[config.mk]
export PLATFORM = sky130hd
export DESIGN_NAME = sar_adc_ctrl
export DESIGN_NICKNAME = d
export VERILOG_FILES = /design/src/rtl/sar_step.v /design/src/rtl/sar_adc_ctrl.v
export VERILOG_INCLUDE_DIRS = /design/src /design/src/rtl
export SDC_FILE = /design/constraint.sdc
export NUM_CORES = 1
export LEC_CHECK = 0
export BUFFER_PORTS_ARGS = -buffer_cell sky130_fd_sc_hd__buf_2
export CAP_MARGIN = 25
export CORE_MARGIN = 2
export CORE_UTILIZATION = 35
export DETAILED_ROUTE_END_ITERATION = 10
export PLACE_DENSITY = 0.6
export SLEW_MARGIN = 25
export SYNTH_ARGS = -nofsm -noshare
export SYNTH_HDL_FRONTEND = slang
export SYNTH_HIERARCHICAL = 1
export SYNTH_SLANG_ARGS = --single-unit
export TNS_END_PERCENT = 100
[constraint.sdc]
create_clock -name sys_clk -period 1.97 [get_ports sys_clk]
set_clock_uncertainty 0.1 [all_clocks]
set_input_delay 0.0985 -clock sys_clk [delete_from_list [all_inputs] [get_ports sys_clk]]
set_output_delay 0.0985 -clock sys_clk [all_outputs]
set_load 0.01 [all_outputs]
[src/rtl/sar_adc_regs.vh]
/*
 * Register offsets, field positions, reset values and timing counts of
 * the converter control block. Definitions only; include by bare name.
 */
`ifndef SAR_ADC_REGS_VH
`define SAR_ADC_REGS_VH

// Register offsets on the plain register port
`define OFS_MODE0 4'h0
`define OFS_CHSEL 4'h1
`define OFS_RES_HIGH 4'h2
`define OFS_RES_LOW 4'h3
`define OFS_IRQ_STATUS 4'h4
`define OFS_IRQ_MASK 4'h5

// Mode register 0 fields
`define BIT_POWER_ON 0
`define BIT_GO 7

// Channel select field
`define CHSEL_W 3

// Reset values
`define RST_BYTE 8'h00

// Result scaling: combined word is value times 64
`define RES_SHIFT 6
`define RES_BITS 10

// Conversion clock divider and phase lengths (conversion clock cycles)
`define CONV_DIV 8'h04
`define SAMPLE_CYCLES 8'h08
`define BIT_CYCLES 8'h02

`endif

[src/rtl/sar_step.v]
/*
 * One successive-approximation step: trial bit set, decision from the
 * comparator. Assumes the comparator output is already synchronised.
 */
`timescale 1ns/1ps
module sar_step
(
  // Present approximation and step position
  input wire [9:0] sar_in,
  input wire [3:0] bit_idx,
  // Comparator result: sampled voltage at least tap voltage
  input wire keep,
  // Trial word for the tap and decided word
  output wire [9:0] trial,
  output reg [9:0] decided
);

  // Trial word sets the bit under test
  assign trial = sar_in | (10'h001 << bit_idx);

  // Keep or drop the trial bit
  always @*
  begin
    decided = trial;
    if (!keep)
      decided[bit_idx] = 1'b0;
  end

endmodule // sar_step

[src/rtl/sar_adc_ctrl.v]
/*
 * Conversion control of a 10-bit successive-approximation converter:
 * stop/standby/converting sequencing, channel select, result registers,
 * done interrupt. Assumes an analog comparator outside that compares the
 * held sample with the tap given by tap_code; cmp_in is asynchronous.
 */
// Functional notes
// - The combined result word is the 10-bit value times 64, left-justified.
// - Setting power-on while stopped moves the converter to standby.
// - At end of conversion result registers load and the done irq rises.
// - After a conversion go clears by hardware and standby returns.
// - Clearing go during conversion aborts it without touching the result.
// - Clearing power-on in standby enters the stop state.
// - A go write while stopped is ignored.
// - A result read coinciding with the result write returns the old value.
// - A mode write at end of conversion wins; result and irq are dropped.
// - Power-on sits at bit 0 of mode register 0.
// - Bits resolve from 9 down to 0, kept when sample is at least the tap.
// - Low result holds two LSBs on top, lower six zero; reset clears both.
// - A 3-bit channel field maps codes 0..7 to inputs 0..7.
`timescale 1ns/1ps
`include "sar_adc_regs.vh"
module sar_adc_ctrl
#(
  parameter CONV_DIV = `CONV_DIV,
  parameter SAMPLE_CYCLES = `SAMPLE_CYCLES,
  parameter BIT_CYCLES = `BIT_CYCLES
)
(
  // Clock and reset
  input wire sys_clk,
  input wire arst_n,
  // Register port
  input wire [3:0] reg_addr,
  input wire [7:0] reg_wdata,
  input wire reg_wr,
  input wire reg_rd,
  output reg [7:0] reg_rdata,
  // Analog front end
  input wire cmp_in,
  output reg [2:0] channel_sel,
  output reg sample_en,
  output reg [9:0] tap_code,
  output reg converter_powered,
  // Interrupt
  output wire conversion_done_irq
);

  localparam ST_STOP = 3'b001;
  localparam ST_STANDBY = 3'b010;
  localparam ST_CONV = 3'b100;

  reg [2:0] state_q;
  reg converter_power_on_q;
  reg conversion_go_q;
  reg [2:0] channel_select_q;
  reg [9:0] approximation_q;
  reg [7:0] result_high_byte_q;
  reg [1:0] result_low_q;
  reg irq_status_q;
  reg irq_mask_q;
  reg [7:0] div_q;
  reg [7:0] phase_cnt_q;
  reg sampling_q;
  reg [3:0] bit_idx_q;
  reg cmp_meta_q;
  reg cmp_sync_q;
  reg done_pending_q;
  reg [9:0] pending_val_q;
  wire conv_tick;
  wire [9:0] trial_w;
  wire [9:0] decided_w;
  wire mode_wr;
  wire res_rd;
  wire [15:0] combined_result_word;
  reg end_conv;

  assign mode_wr = reg_wr && (reg_addr == `OFS_MODE0);
  assign res_rd = reg_rd && ((reg_addr == `OFS_RES_HIGH) ||
                  (reg_addr == `OFS_RES_LOW));

  // left-justify; the final decision or the deferred one
  assign combined_result_word = {end_conv ? decided_w : pending_val_q,
                                 6'h00};

  // Comparator pin crosses into the clock domain first
  always @(posedge sys_clk or negedge arst_n)
  begin
    if (!arst_n)
    begin
      cmp_meta_q <= 1'b0;
      cmp_sync_q <= 1'b0;
    end
    else
    begin
      cmp_meta_q <= cmp_in;
      cmp_sync_q <= cmp_meta_q;
    end
  end

  // Conversion clock enable; runs only while converting
  assign conv_tick = (div_q == CONV_DIV - 1);
  always @(posedge sys_clk or negedge arst_n)
  begin
    if (!arst_n)
      div_q <= 8'h00;
    else if (state_q != ST_CONV || conv_tick)
      div_q <= 8'h00;
    else
      div_q <= div_q + 8'h01;
  end

  sar_step u_step
  (
    .sar_in(approximation_q),
    .bit_idx(bit_idx_q),
    .keep(cmp_sync_q),
    .trial(trial_w),
    .decided(decided_w)
  );

  // Last bit decided on this tick; a cleared go or power-on has
  // already aborted, so no result may land on that edge
  always @*
  begin
    end_conv = (state_q == ST_CONV) && conv_tick && !sampling_q &&
               conversion_go_q && converter_power_on_q &&
               (phase_cnt_q == BIT_CYCLES - 1) && (bit_idx_q == 4'h0);
  end

  // Tap and sample outputs from flops
  always @(posedge sys_clk or negedge arst_n)
  begin
    if (!arst_n)
    begin
      sample_en <= 1'b0;
      tap_code <= 10'h000;
      channel_sel <= 3'h0;
      converter_powered <= 1'b0;
    end
    else
    begin
      sample_en <= (state_q == ST_CONV) && sampling_q;
      tap_code <= trial_w;
      channel_sel <= channel_select_q;
      converter_powered <= converter_power_on_q;
    end
  end

  // Control state, mode bits and the approximation sequence
  always @(posedge sys_clk or negedge arst_n)
  begin
    if (!arst_n)
    begin
      state_q <= ST_STOP;
      converter_power_on_q <= 1'b0;
      conversion_go_q <= 1'b0;
      approximation_q <= 10'h000;
      phase_cnt_q <= 8'h00;
      sampling_q <= 1'b0;
      bit_idx_q <= 4'h9;
    end
    else
    begin
      case (state_q)
        ST_STOP:
        begin
          if (converter_power_on_q)
            state_q <= ST_STANDBY;
        end
        ST_STANDBY:
        begin
          if (!converter_power_on_q)
            state_q <= ST_STOP;
          else if (conversion_go_q)
          begin
            state_q <= ST_CONV;
            approximation_q <= 10'h000;
            phase_cnt_q <= 8'h00;
            sampling_q <= 1'b1;
            bit_idx_q <= 4'h9;
          end
        end
        ST_CONV:
        begin
          if (!conversion_go_q || !converter_power_on_q)
            state_q <= ST_STANDBY;
          else if (conv_tick)
          begin
            if (sampling_q)
            begin
              if (phase_cnt_q == SAMPLE_CYCLES - 1)
              begin
                sampling_q <= 1'b0;
                phase_cnt_q <= 8'h00;
              end
              else
                phase_cnt_q <= phase_cnt_q + 8'h01;
            end
            else if (phase_cnt_q == BIT_CYCLES - 1)
            begin
              // keep bit when sample at least tap
              approximation_q <= decided_w;
              phase_cnt_q <= 8'h00;
              if (bit_idx_q == 4'h0)
                state_q <= ST_STANDBY;
              else
                bit_idx_q <= bit_idx_q - 4'h1;
            end
            else
              phase_cnt_q <= phase_cnt_q + 8'h01;
          end
        end
        default:
          state_q <= ST_STOP;
      endcase
      // Software write to mode register 0 is taken last and wins
      if (mode_wr)
      begin
        converter_power_on_q <= reg_wdata[`BIT_POWER_ON];
        // go ignored while stopped
        // Stopped means power-on clear, whatever the state shows
        conversion_go_q <= reg_wdata[`BIT_GO] && converter_power_on_q;
      end
      else if (end_conv)
        conversion_go_q <= 1'b0;
    end
  end

  // Result registers, deferred by one cycle when a read collides
  always @(posedge sys_clk or negedge arst_n)
  begin
    if (!arst_n)
    begin
      result_high_byte_q <= `RST_BYTE;
      result_low_q <= 2'b00;
      done_pending_q <= 1'b0;
      pending_val_q <= 10'h000;
    end
    else if (end_conv && mode_wr)
      done_pending_q <= 1'b0;
    else if (end_conv && res_rd)
    begin
      done_pending_q <= 1'b1;
      pending_val_q <= decided_w;
    end
    else if (end_conv || done_pending_q)
    begin
      result_high_byte_q <= combined_result_word[15:8];
      result_low_q <= combined_result_word[7:6];
      done_pending_q <= 1'b0;
    end
  end

  // Sticky done flag; set wins over write-one clear
  always @(posedge sys_clk or negedge arst_n)
  begin
    if (!arst_n)
    begin
      irq_status_q <= 1'b0;
      irq_mask_q <= 1'b0;
    end
    else
    begin
      // done irq raised with the result
      if (end_conv && !mode_wr)
        irq_status_q <= 1'b1;
      else if (reg_wr && reg_addr == `OFS_IRQ_STATUS && reg_wdata[0])
        irq_status_q <= 1'b0;
      if (reg_wr && reg_addr == `OFS_IRQ_MASK)
        irq_mask_q <= reg_wdata[0];
    end
  end

  assign conversion_done_irq = irq_status_q & irq_mask_q;

  // Channel select register
  always @(posedge sys_clk or negedge arst_n)
  begin
    if (!arst_n)
      channel_select_q <= 3'h0;
    else if (reg_wr && reg_addr == `OFS_CHSEL)
      channel_select_q <= reg_wdata[`CHSEL_W-1:0];
  end

  // Read data one cycle after the strobe; unmapped reads as zero
  always @(posedge sys_clk or negedge arst_n)
  begin
    if (!arst_n)
      reg_rdata <= 8'h00;
    else if (reg_rd)
    begin
      case (reg_addr)
        `OFS_MODE0:
          reg_rdata <= {conversion_go_q, 6'h00, converter_power_on_q};
        `OFS_CHSEL: reg_rdata <= {5'h00, channel_select_q};
        `OFS_RES_HIGH: reg_rdata <= result_high_byte_q;
        `OFS_RES_LOW: reg_rdata <= {result_low_q, 6'h00};
        `OFS_IRQ_STATUS: reg_rdata <= {7'h00, irq_status_q};
        `OFS_IRQ_MASK: reg_rdata <= {7'h00, irq_mask_q};
        default: reg_rdata <= 8'h00;
      endcase
    end
    else
      reg_rdata <= 8'h00;
  end

endmodule // sar_adc_ctrl

-- After elaboration in Yosys (flattened, before gate mapping)
Cells that the tools add are included.
- output and inout bits: 24
- word-level logic and storage cells: 150
- input bits: 17
- flip-flop bits (word level): 87
- shifts and indexed selects: 1
- mux-type cells: 53
- reductions and logical operators: 38
- eq/ne operators: 25
- bitwise gates (word level): 6
- add/sub/neg operators: 3
- order comparisons: 2
- operators by type and width (operator ; number):
    two-way mux 10 bit ; 8
    two-way mux 8 bit ; 9
    one-hot mux 8 bit (6 select lines) ; 1
    two-way mux 4 bit ; 7
    two-way mux 3 bit ; 8
    one-hot mux 10 bit (2 select lines) ; 1
    logical AND 1 bit ; 18
    adder 8 x 1 -> 8 bit, second input constant ; 2
    one-hot mux 8 bit (2 select lines) ; 1
    two-way mux 1 bit ; 14
    inequality test 2 bit, second input constant ; 7
    AND 10 bit ; 1
    NOT 10 bit ; 1
    bitwise OR 10 bit ; 1
    << shifter 1 x 4 -> 10 bit, first input constant ; 1
    one-hot mux 3 bit (3 select lines) ; 1
    equality test 4 x 2 -> 1 bit, second input constant ; 2
    equality test 4 x 3 -> 1 bit, second input constant ; 2
    equality test 8 x 1 -> 1 bit, second input constant ; 1
    equality test 8 x 2 -> 1 bit, second input constant ; 1
    equality test 8 x 3 -> 1 bit, second input constant ; 1
    zero test 4 bit ; 2
    one-hot mux 4 bit (2 select lines) ; 1
    AND reduction 8 bit ; 1
    other kinds (24) ; 36

-- Longest topological paths before layout
- depth in word-level cells: 12
- depth in mapped cells: 7
- mapped depth without buffers: 6

-- Cells and area by module
The synthesis kept the hierarchy.
- modules (own cells, without submodules) (module ; area an instance (sq um) ; cells each ; seq. area each (sq um) ; times used):
    sar_adc_ctrl ; 4379.2 ; 407 ; 2180.8 ; 1
    sar_step ; 410.4 ; 34 ; 0.0 ; 1

-- Worst setup path before layout
Ideal clock, no wire load.
- path type: register -> register
- from: register phase_cnt_q[1]
- to: register pending_val_q[0]
- period minus slack after synthesis: 2.147 ns
- slack: -0.177 ns
- buffers on the path: 0
- library setup time: 0.125 ns
- stages on the path, launching flop included: 7
- arrival time: 1.922 ns
- required time: 1.745 ns
- cell sequence: dfrtp_1 -> inv_1 -> ha_1 -> nor4b_1 -> nand4_1 -> nor3_4 -> mux2_4
- longest elaborated chain between the ends: 6
- elaborated cells on any way between the ends: 7
- classes of those cells: 1 x eq/ne; 1 x bitwise; 5 x reduce/logical
- RTL lines (item ; RTL line ; RTL):
    start: declaration ; sar_adc_ctrl.v:63 ; reg [7:0] phase_cnt_q;
    start signal: assignment ; sar_adc_ctrl.v:198 ; phase_cnt_q <= phase_cnt_q + 8'h01;
    start signal: assignment ; sar_adc_ctrl.v:211 ; phase_cnt_q <= phase_cnt_q + 8'h01;
    equality test 8 x 1 -> 1 bit (*) ; sar_adc_ctrl.v:128 ; (phase_cnt_q == BIT_CYCLES - 1) && (bit_idx_q == 4'h0);
    logical AND 1 bit (*) ; sar_adc_ctrl.v:127 ; conversion_go_q && converter_power_on_q &&
    logical AND 1 bit (*) ; sar_adc_ctrl.v:128 ;
    logical AND 1 bit ; sar_adc_ctrl.v:240 ; else if (end_conv && mode_wr)
    NOT 1 bit (no line) ; n/a ;
    AND reduction 2 bit (no line) (*) ; n/a ;
    end signal: assignment ; sar_adc_ctrl.v:245 ; pending_val_q <= decided_w;
    end: declaration ; sar_adc_ctrl.v:69 ; reg [9:0] pending_val_q;
Mark *: on every way between the ends. The rest lies on a longest branch, timed or not.
A chain may end at the register's enable or synchronous reset.

-- Worst setup path in the final report
- from: register phase_cnt_q[1]
- to: register approximation_q[5]
- longest elaborated chain between the ends: 3
- RTL lines (item ; RTL line ; RTL):
    equality test 8 x 1 -> 1 bit ; sar_adc_ctrl.v:200 ; else if (phase_cnt_q == BIT_CYCLES - 1)
    inequality test 2 x 1 -> 1 bit (no line) ; n/a ;
    AND reduction 7 bit (no line) ; n/a ;
    end signal: assignment ; sar_adc_ctrl.v:203 ; approximation_q <= decided_w;
    end: declaration ; sar_adc_ctrl.v:57 ; reg [9:0] approximation_q;
No other way between the ends.

==> results summary <==
The flow ran to the end, but the final reports show violations. The checks that failed: setup timing. The finished cells cover 0.00640 sq mm. The prevailing post-synth register cell is sky130_fd_sc_hd__dfrtp_1.

The type of element capturing the critical path is a flip-flop. The async set-or-reset flop fraction in the synthesized netlist came out at 1.00. Once layout is complete, the cells apart from fillers number about 740.

Across the run, the number of max-cap violations was 0. Detailed placement ended at an HPWL of approximately 7.7 mm. The maximum clock frequency is 474 MHz.

The required time at the worst-slack endpoint is 2.14 ns. The post-placement cell count is 690. Clock tree synthesis found a total of 87 sinks. Setup violations remaining at the end of the flow were counted as 44.

The period utilization came out at 1.07. The number of pins exceeding their max-slew limit in the final report is 0. The worst register-to-register path begins at phase_cnt_q[1]. The minimum setup slack after placement came out at -0.152 ns. The type of the worst setup path is flip-flop to flip-flop. The overall overflow remaining after global route is 0. The number of I/O pins came out at 41. The all-layer global routing usage is 0.165. The routability congestion estimate from global placement is about 0.8.

The number of enable flip-flop cells after synthesis is 0. The die covers 0.0146 sq mm. Subtracting the final worst setup slack from the clock period gives 2.11 ns.

In the post-synthesis netlist, the cell with the most instances is sky130_fd_sc_hd__dfrtp_1. After synthesis the netlist holds a flip-flop and latch count of 87. Once detail routing completed, the nets flagged for antenna violations numbered 0. The synthesized cell area is approximately 0.0048 sq mm. The later-pin clock latency in the skew report is 0.35 ns. In this run the cell area measured after placement is around 0.0056 sq mm. The commonest cells after synthesis are sky130_fd_sc_hd__dfrtp_1 (84), sky130_fd_sc_hd__nand2_1 (41), sky130_fd_sc_hd__inv_1 (26).

sky130_fd_sc_hd__dfrtp_1 takes more of the synthesized area than any other cell. Of the cells placed in the final design, the portion with a size suffix greater than 1 is 0.388. The die is 121 um wide. Adding up every negative setup slack in the final design gives -3.68 ns.

In the routed design, unresolved DRC markers number 0. Setup repair after global routing could not meet its margin everywhere. The repair_antennas step left the layout with diodes totalling 0.

Yosys printed 6 warnings. TritonCTS built the clock tree. The wire length of the first global-routing pass is 18.9 mm. Final hold analysis gives a worst-case slack of 0.0370 ns.

The number of buffers created by CTS is 9. The longest clock path from root to sink contains 2 buffers. The sequential area share after synthesis is 0.455. The worst setup path is launched from a flip-flop. The synthesized instance count is 441.

The post-CTS clock slew at the launch and capture registers of the worst setup and hold paths is 0.06 ns. The total of buffers placed on input and output ports came out at 36. The vias per cell came out at 5.19. The depth of the worst register-to-register path is 9. The net count after synthesis came out at 462. Power comes to 4.44 mW. The height of the die came out at about 120 um.

The growth of design area from synthesis to finish is 33.6%. The total length of routed wires is 11.7 mm. The largest voltage drop on the vdd net is 0.000586 V. The slew at the pin closest to its max-slew limit came out at 0.603 ns. The tree is rooted in a sky130_fd_sc_hd__clkbuf_16.

The first routing iteration left 220 violations. The synthesized netlist contains 66 unique library cells. The power density normalized to cell area came out at between 600 and 700 mW/mm^2. The number of rows in the core area came out at 42. Entering global routing, the biggest net connects 42 pins. The headroom to the max-slew limit came out at 0.598.

The number of antenna violations at the first check in global routing came out at 0. In this run the most critical hold path is launched from reg_addr[0]. The worst hold path terminates at reg_rdata[4]. A synthesized cell averages roughly 11 sq um. The initial utilization of the core area, before any placement, comes to 0.360. STA puts the critical path data arrival time at 2.28 ns.

Dividing the detail-routed wire length by the instance count gives between 15 and 20 um. The share of the core filled with cells came out at 0.481. The leakage power summed over all cells came out at 2.98 nW. The number of global-route vias before repair is 3,971.

The area of the placeable core is 0.0133 sq mm. The endpoint identified for the worst register-to-register timing path is approximation_q[5]. By area the synthesized netlist is led by sky130_fd_sc_hd__dfrtp_1 (44%), sky130_fd_sc_hd__mux2_4 (4.4%), sky130_fd_sc_hd__nand2_1 (3.2%), sky130_fd_sc_hd__o211a_1 (2.5%), sky130_fd_sc_hd__nor4b_4 (2.5%). The top cell type's share of synthesized area came out at 0.439. The worst hold path depth is 3. Of all nets on the critical path, the largest fanout is 5. The final count of hold timing violations was 0. The total number of vias is 3,843. In this run the register-to-register setup slack is -0.14 ns. The number of nets in the final layout came out at 581. The H-tree depth came out at 3. The type of the most critical hold path is primary input to flip-flop. The total iterations of the first detailed-routing run came out at 5.

The final critical-path setup slack is -0.139 ns.
==> metal layers <==
| layer | up-vias | track usage | routed length [um] |
|---|---|---|---|
| met4 | 0 | 0.0632 | 166 |
| met5 | - | 0 | 0 |
| met1 | 1932 | 0.197 | 5050 |
| met3 | 15 | 0.0357 | 347 |
| li1 | 1828 | - | - |
| met2 | 68 | 0.288 | 6170 |
==> critical path, cell delays in order (launching register included) <==
cell and delay (ns):
sky130_fd_sc_hd__dfrtp_1 0.39, sky130_fd_sc_hd__inv_2 0.08, sky130_fd_sc_hd__ha_4 0.12, sky130_fd_sc_hd__or4b_4 0.46, sky130_fd_sc_hd__buf_6 0.14, sky130_fd_sc_hd__nor2_4 0.13
sky130_fd_sc_hd__a2bb2oi_4 0.18, sky130_fd_sc_hd__buf_6 0.12, sky130_fd_sc_hd__buf_12 0.11, sky130_fd_sc_hd__mux2i_1 0.19
==> cell families (layout without fill, tap and decap cells) <==
kind of cell,count (synthesis),in the layout,synth area share
mux,37,37,0.0974
flops,87,87,0.455
xor+xnor,6,6,0.0110
buf+inv,53,177,0.0543
simple gates,170,170,0.234
fa+ha+maj,4,4,0.0104
compound gates,84,84,0.138
==> layout make-up <==
class | instances | area (sq um)
inverters | 26 | 97.6
fillers | 1191 | 6890
clock buffers | 12 | 246
multi-input cells | 301 | 2500
repair buffers | 135 | 1080
flip-flops and latches | 87 | 2180
well taps | 176 | 220
clock inverters | 4 | 77.6
==> registers in the layout (all words and copies together), names as in the netlist, 4 cells and up <==
name / count
approximation_q: 10
bit_idx_q: 4
div_q: 8
pending_val_q: 10
phase_cnt_q: 8
reg_rdata: 8
result_high_byte_q: 8
tap_code: 10
==> where the power goes <==
group	internal [mW]	switching [mW]	total [mW]	leakage [nW]
logic	0.288	0.294	0.581	1.70
registers	1.90	0.0815	1.98	1.12
clock network	1.15	0.721	1.87	0.157
total	3.34	1.10	4.44	2.98
==> how the worst max path moves through the flow <==
stage	from	end	slack, ns	cells past startpoint
2_1_floorplan	bit_idx_q[1]	pending_val_q[0]	-0.06	6
3_3_place_gp	phase_cnt_q[1]	irq_status_q	-0.12	7
3_5_place_dp	phase_cnt_q[1]	irq_status_q	-0.15	7
4_1_cts	div_q[0]	result_low_q[0]	-0.16	9
5_1_grt	div_q[1]	irq_status_q	-0.23	8
6_report	phase_cnt_q[1]	approximation_q[5]	-0.14	9
==> cells in the final DEF (no fill, tap or decap), types with 10 or more instances in the layout <==
cell type                  netlist  final
sky130_fd_sc_hd__dfrtp_1        84     82
sky130_fd_sc_hd__buf_4           3     74
sky130_fd_sc_hd__nand2_1        41     41
sky130_fd_sc_hd__buf_2           4     36
sky130_fd_sc_hd__inv_1          26     25
sky130_fd_sc_hd__nor2_1         20     19
sky130_fd_sc_hd__nand3_1        18     17
sky130_fd_sc_hd__mux2_4         14     14
sky130_fd_sc_hd__o211ai_1       13     13
sky130_fd_sc_hd__nand2b_1       12     12
sky130_fd_sc_hd__o211a_1        12     12
sky130_fd_sc_hd__mux2i_1        11     11
sky130_fd_sc_hd__a22o_1         10     10
sky130_fd_sc_hd__a211oi_1       11     10
sky130_fd_sc_hd__or2_2          10     10
sky130_fd_sc_hd__buf_6           6     10
==> timing repair <==
item,CTS,global route
gates cloned,3,1
hold endpoints to repair,46,0
buffers inserted,22,7
setup endpoints to repair,44,48
hold buffers,8,0
resized for setup,22,17
pin swaps,21,19
Note: power is estimated with default switching activity, not from simulation.
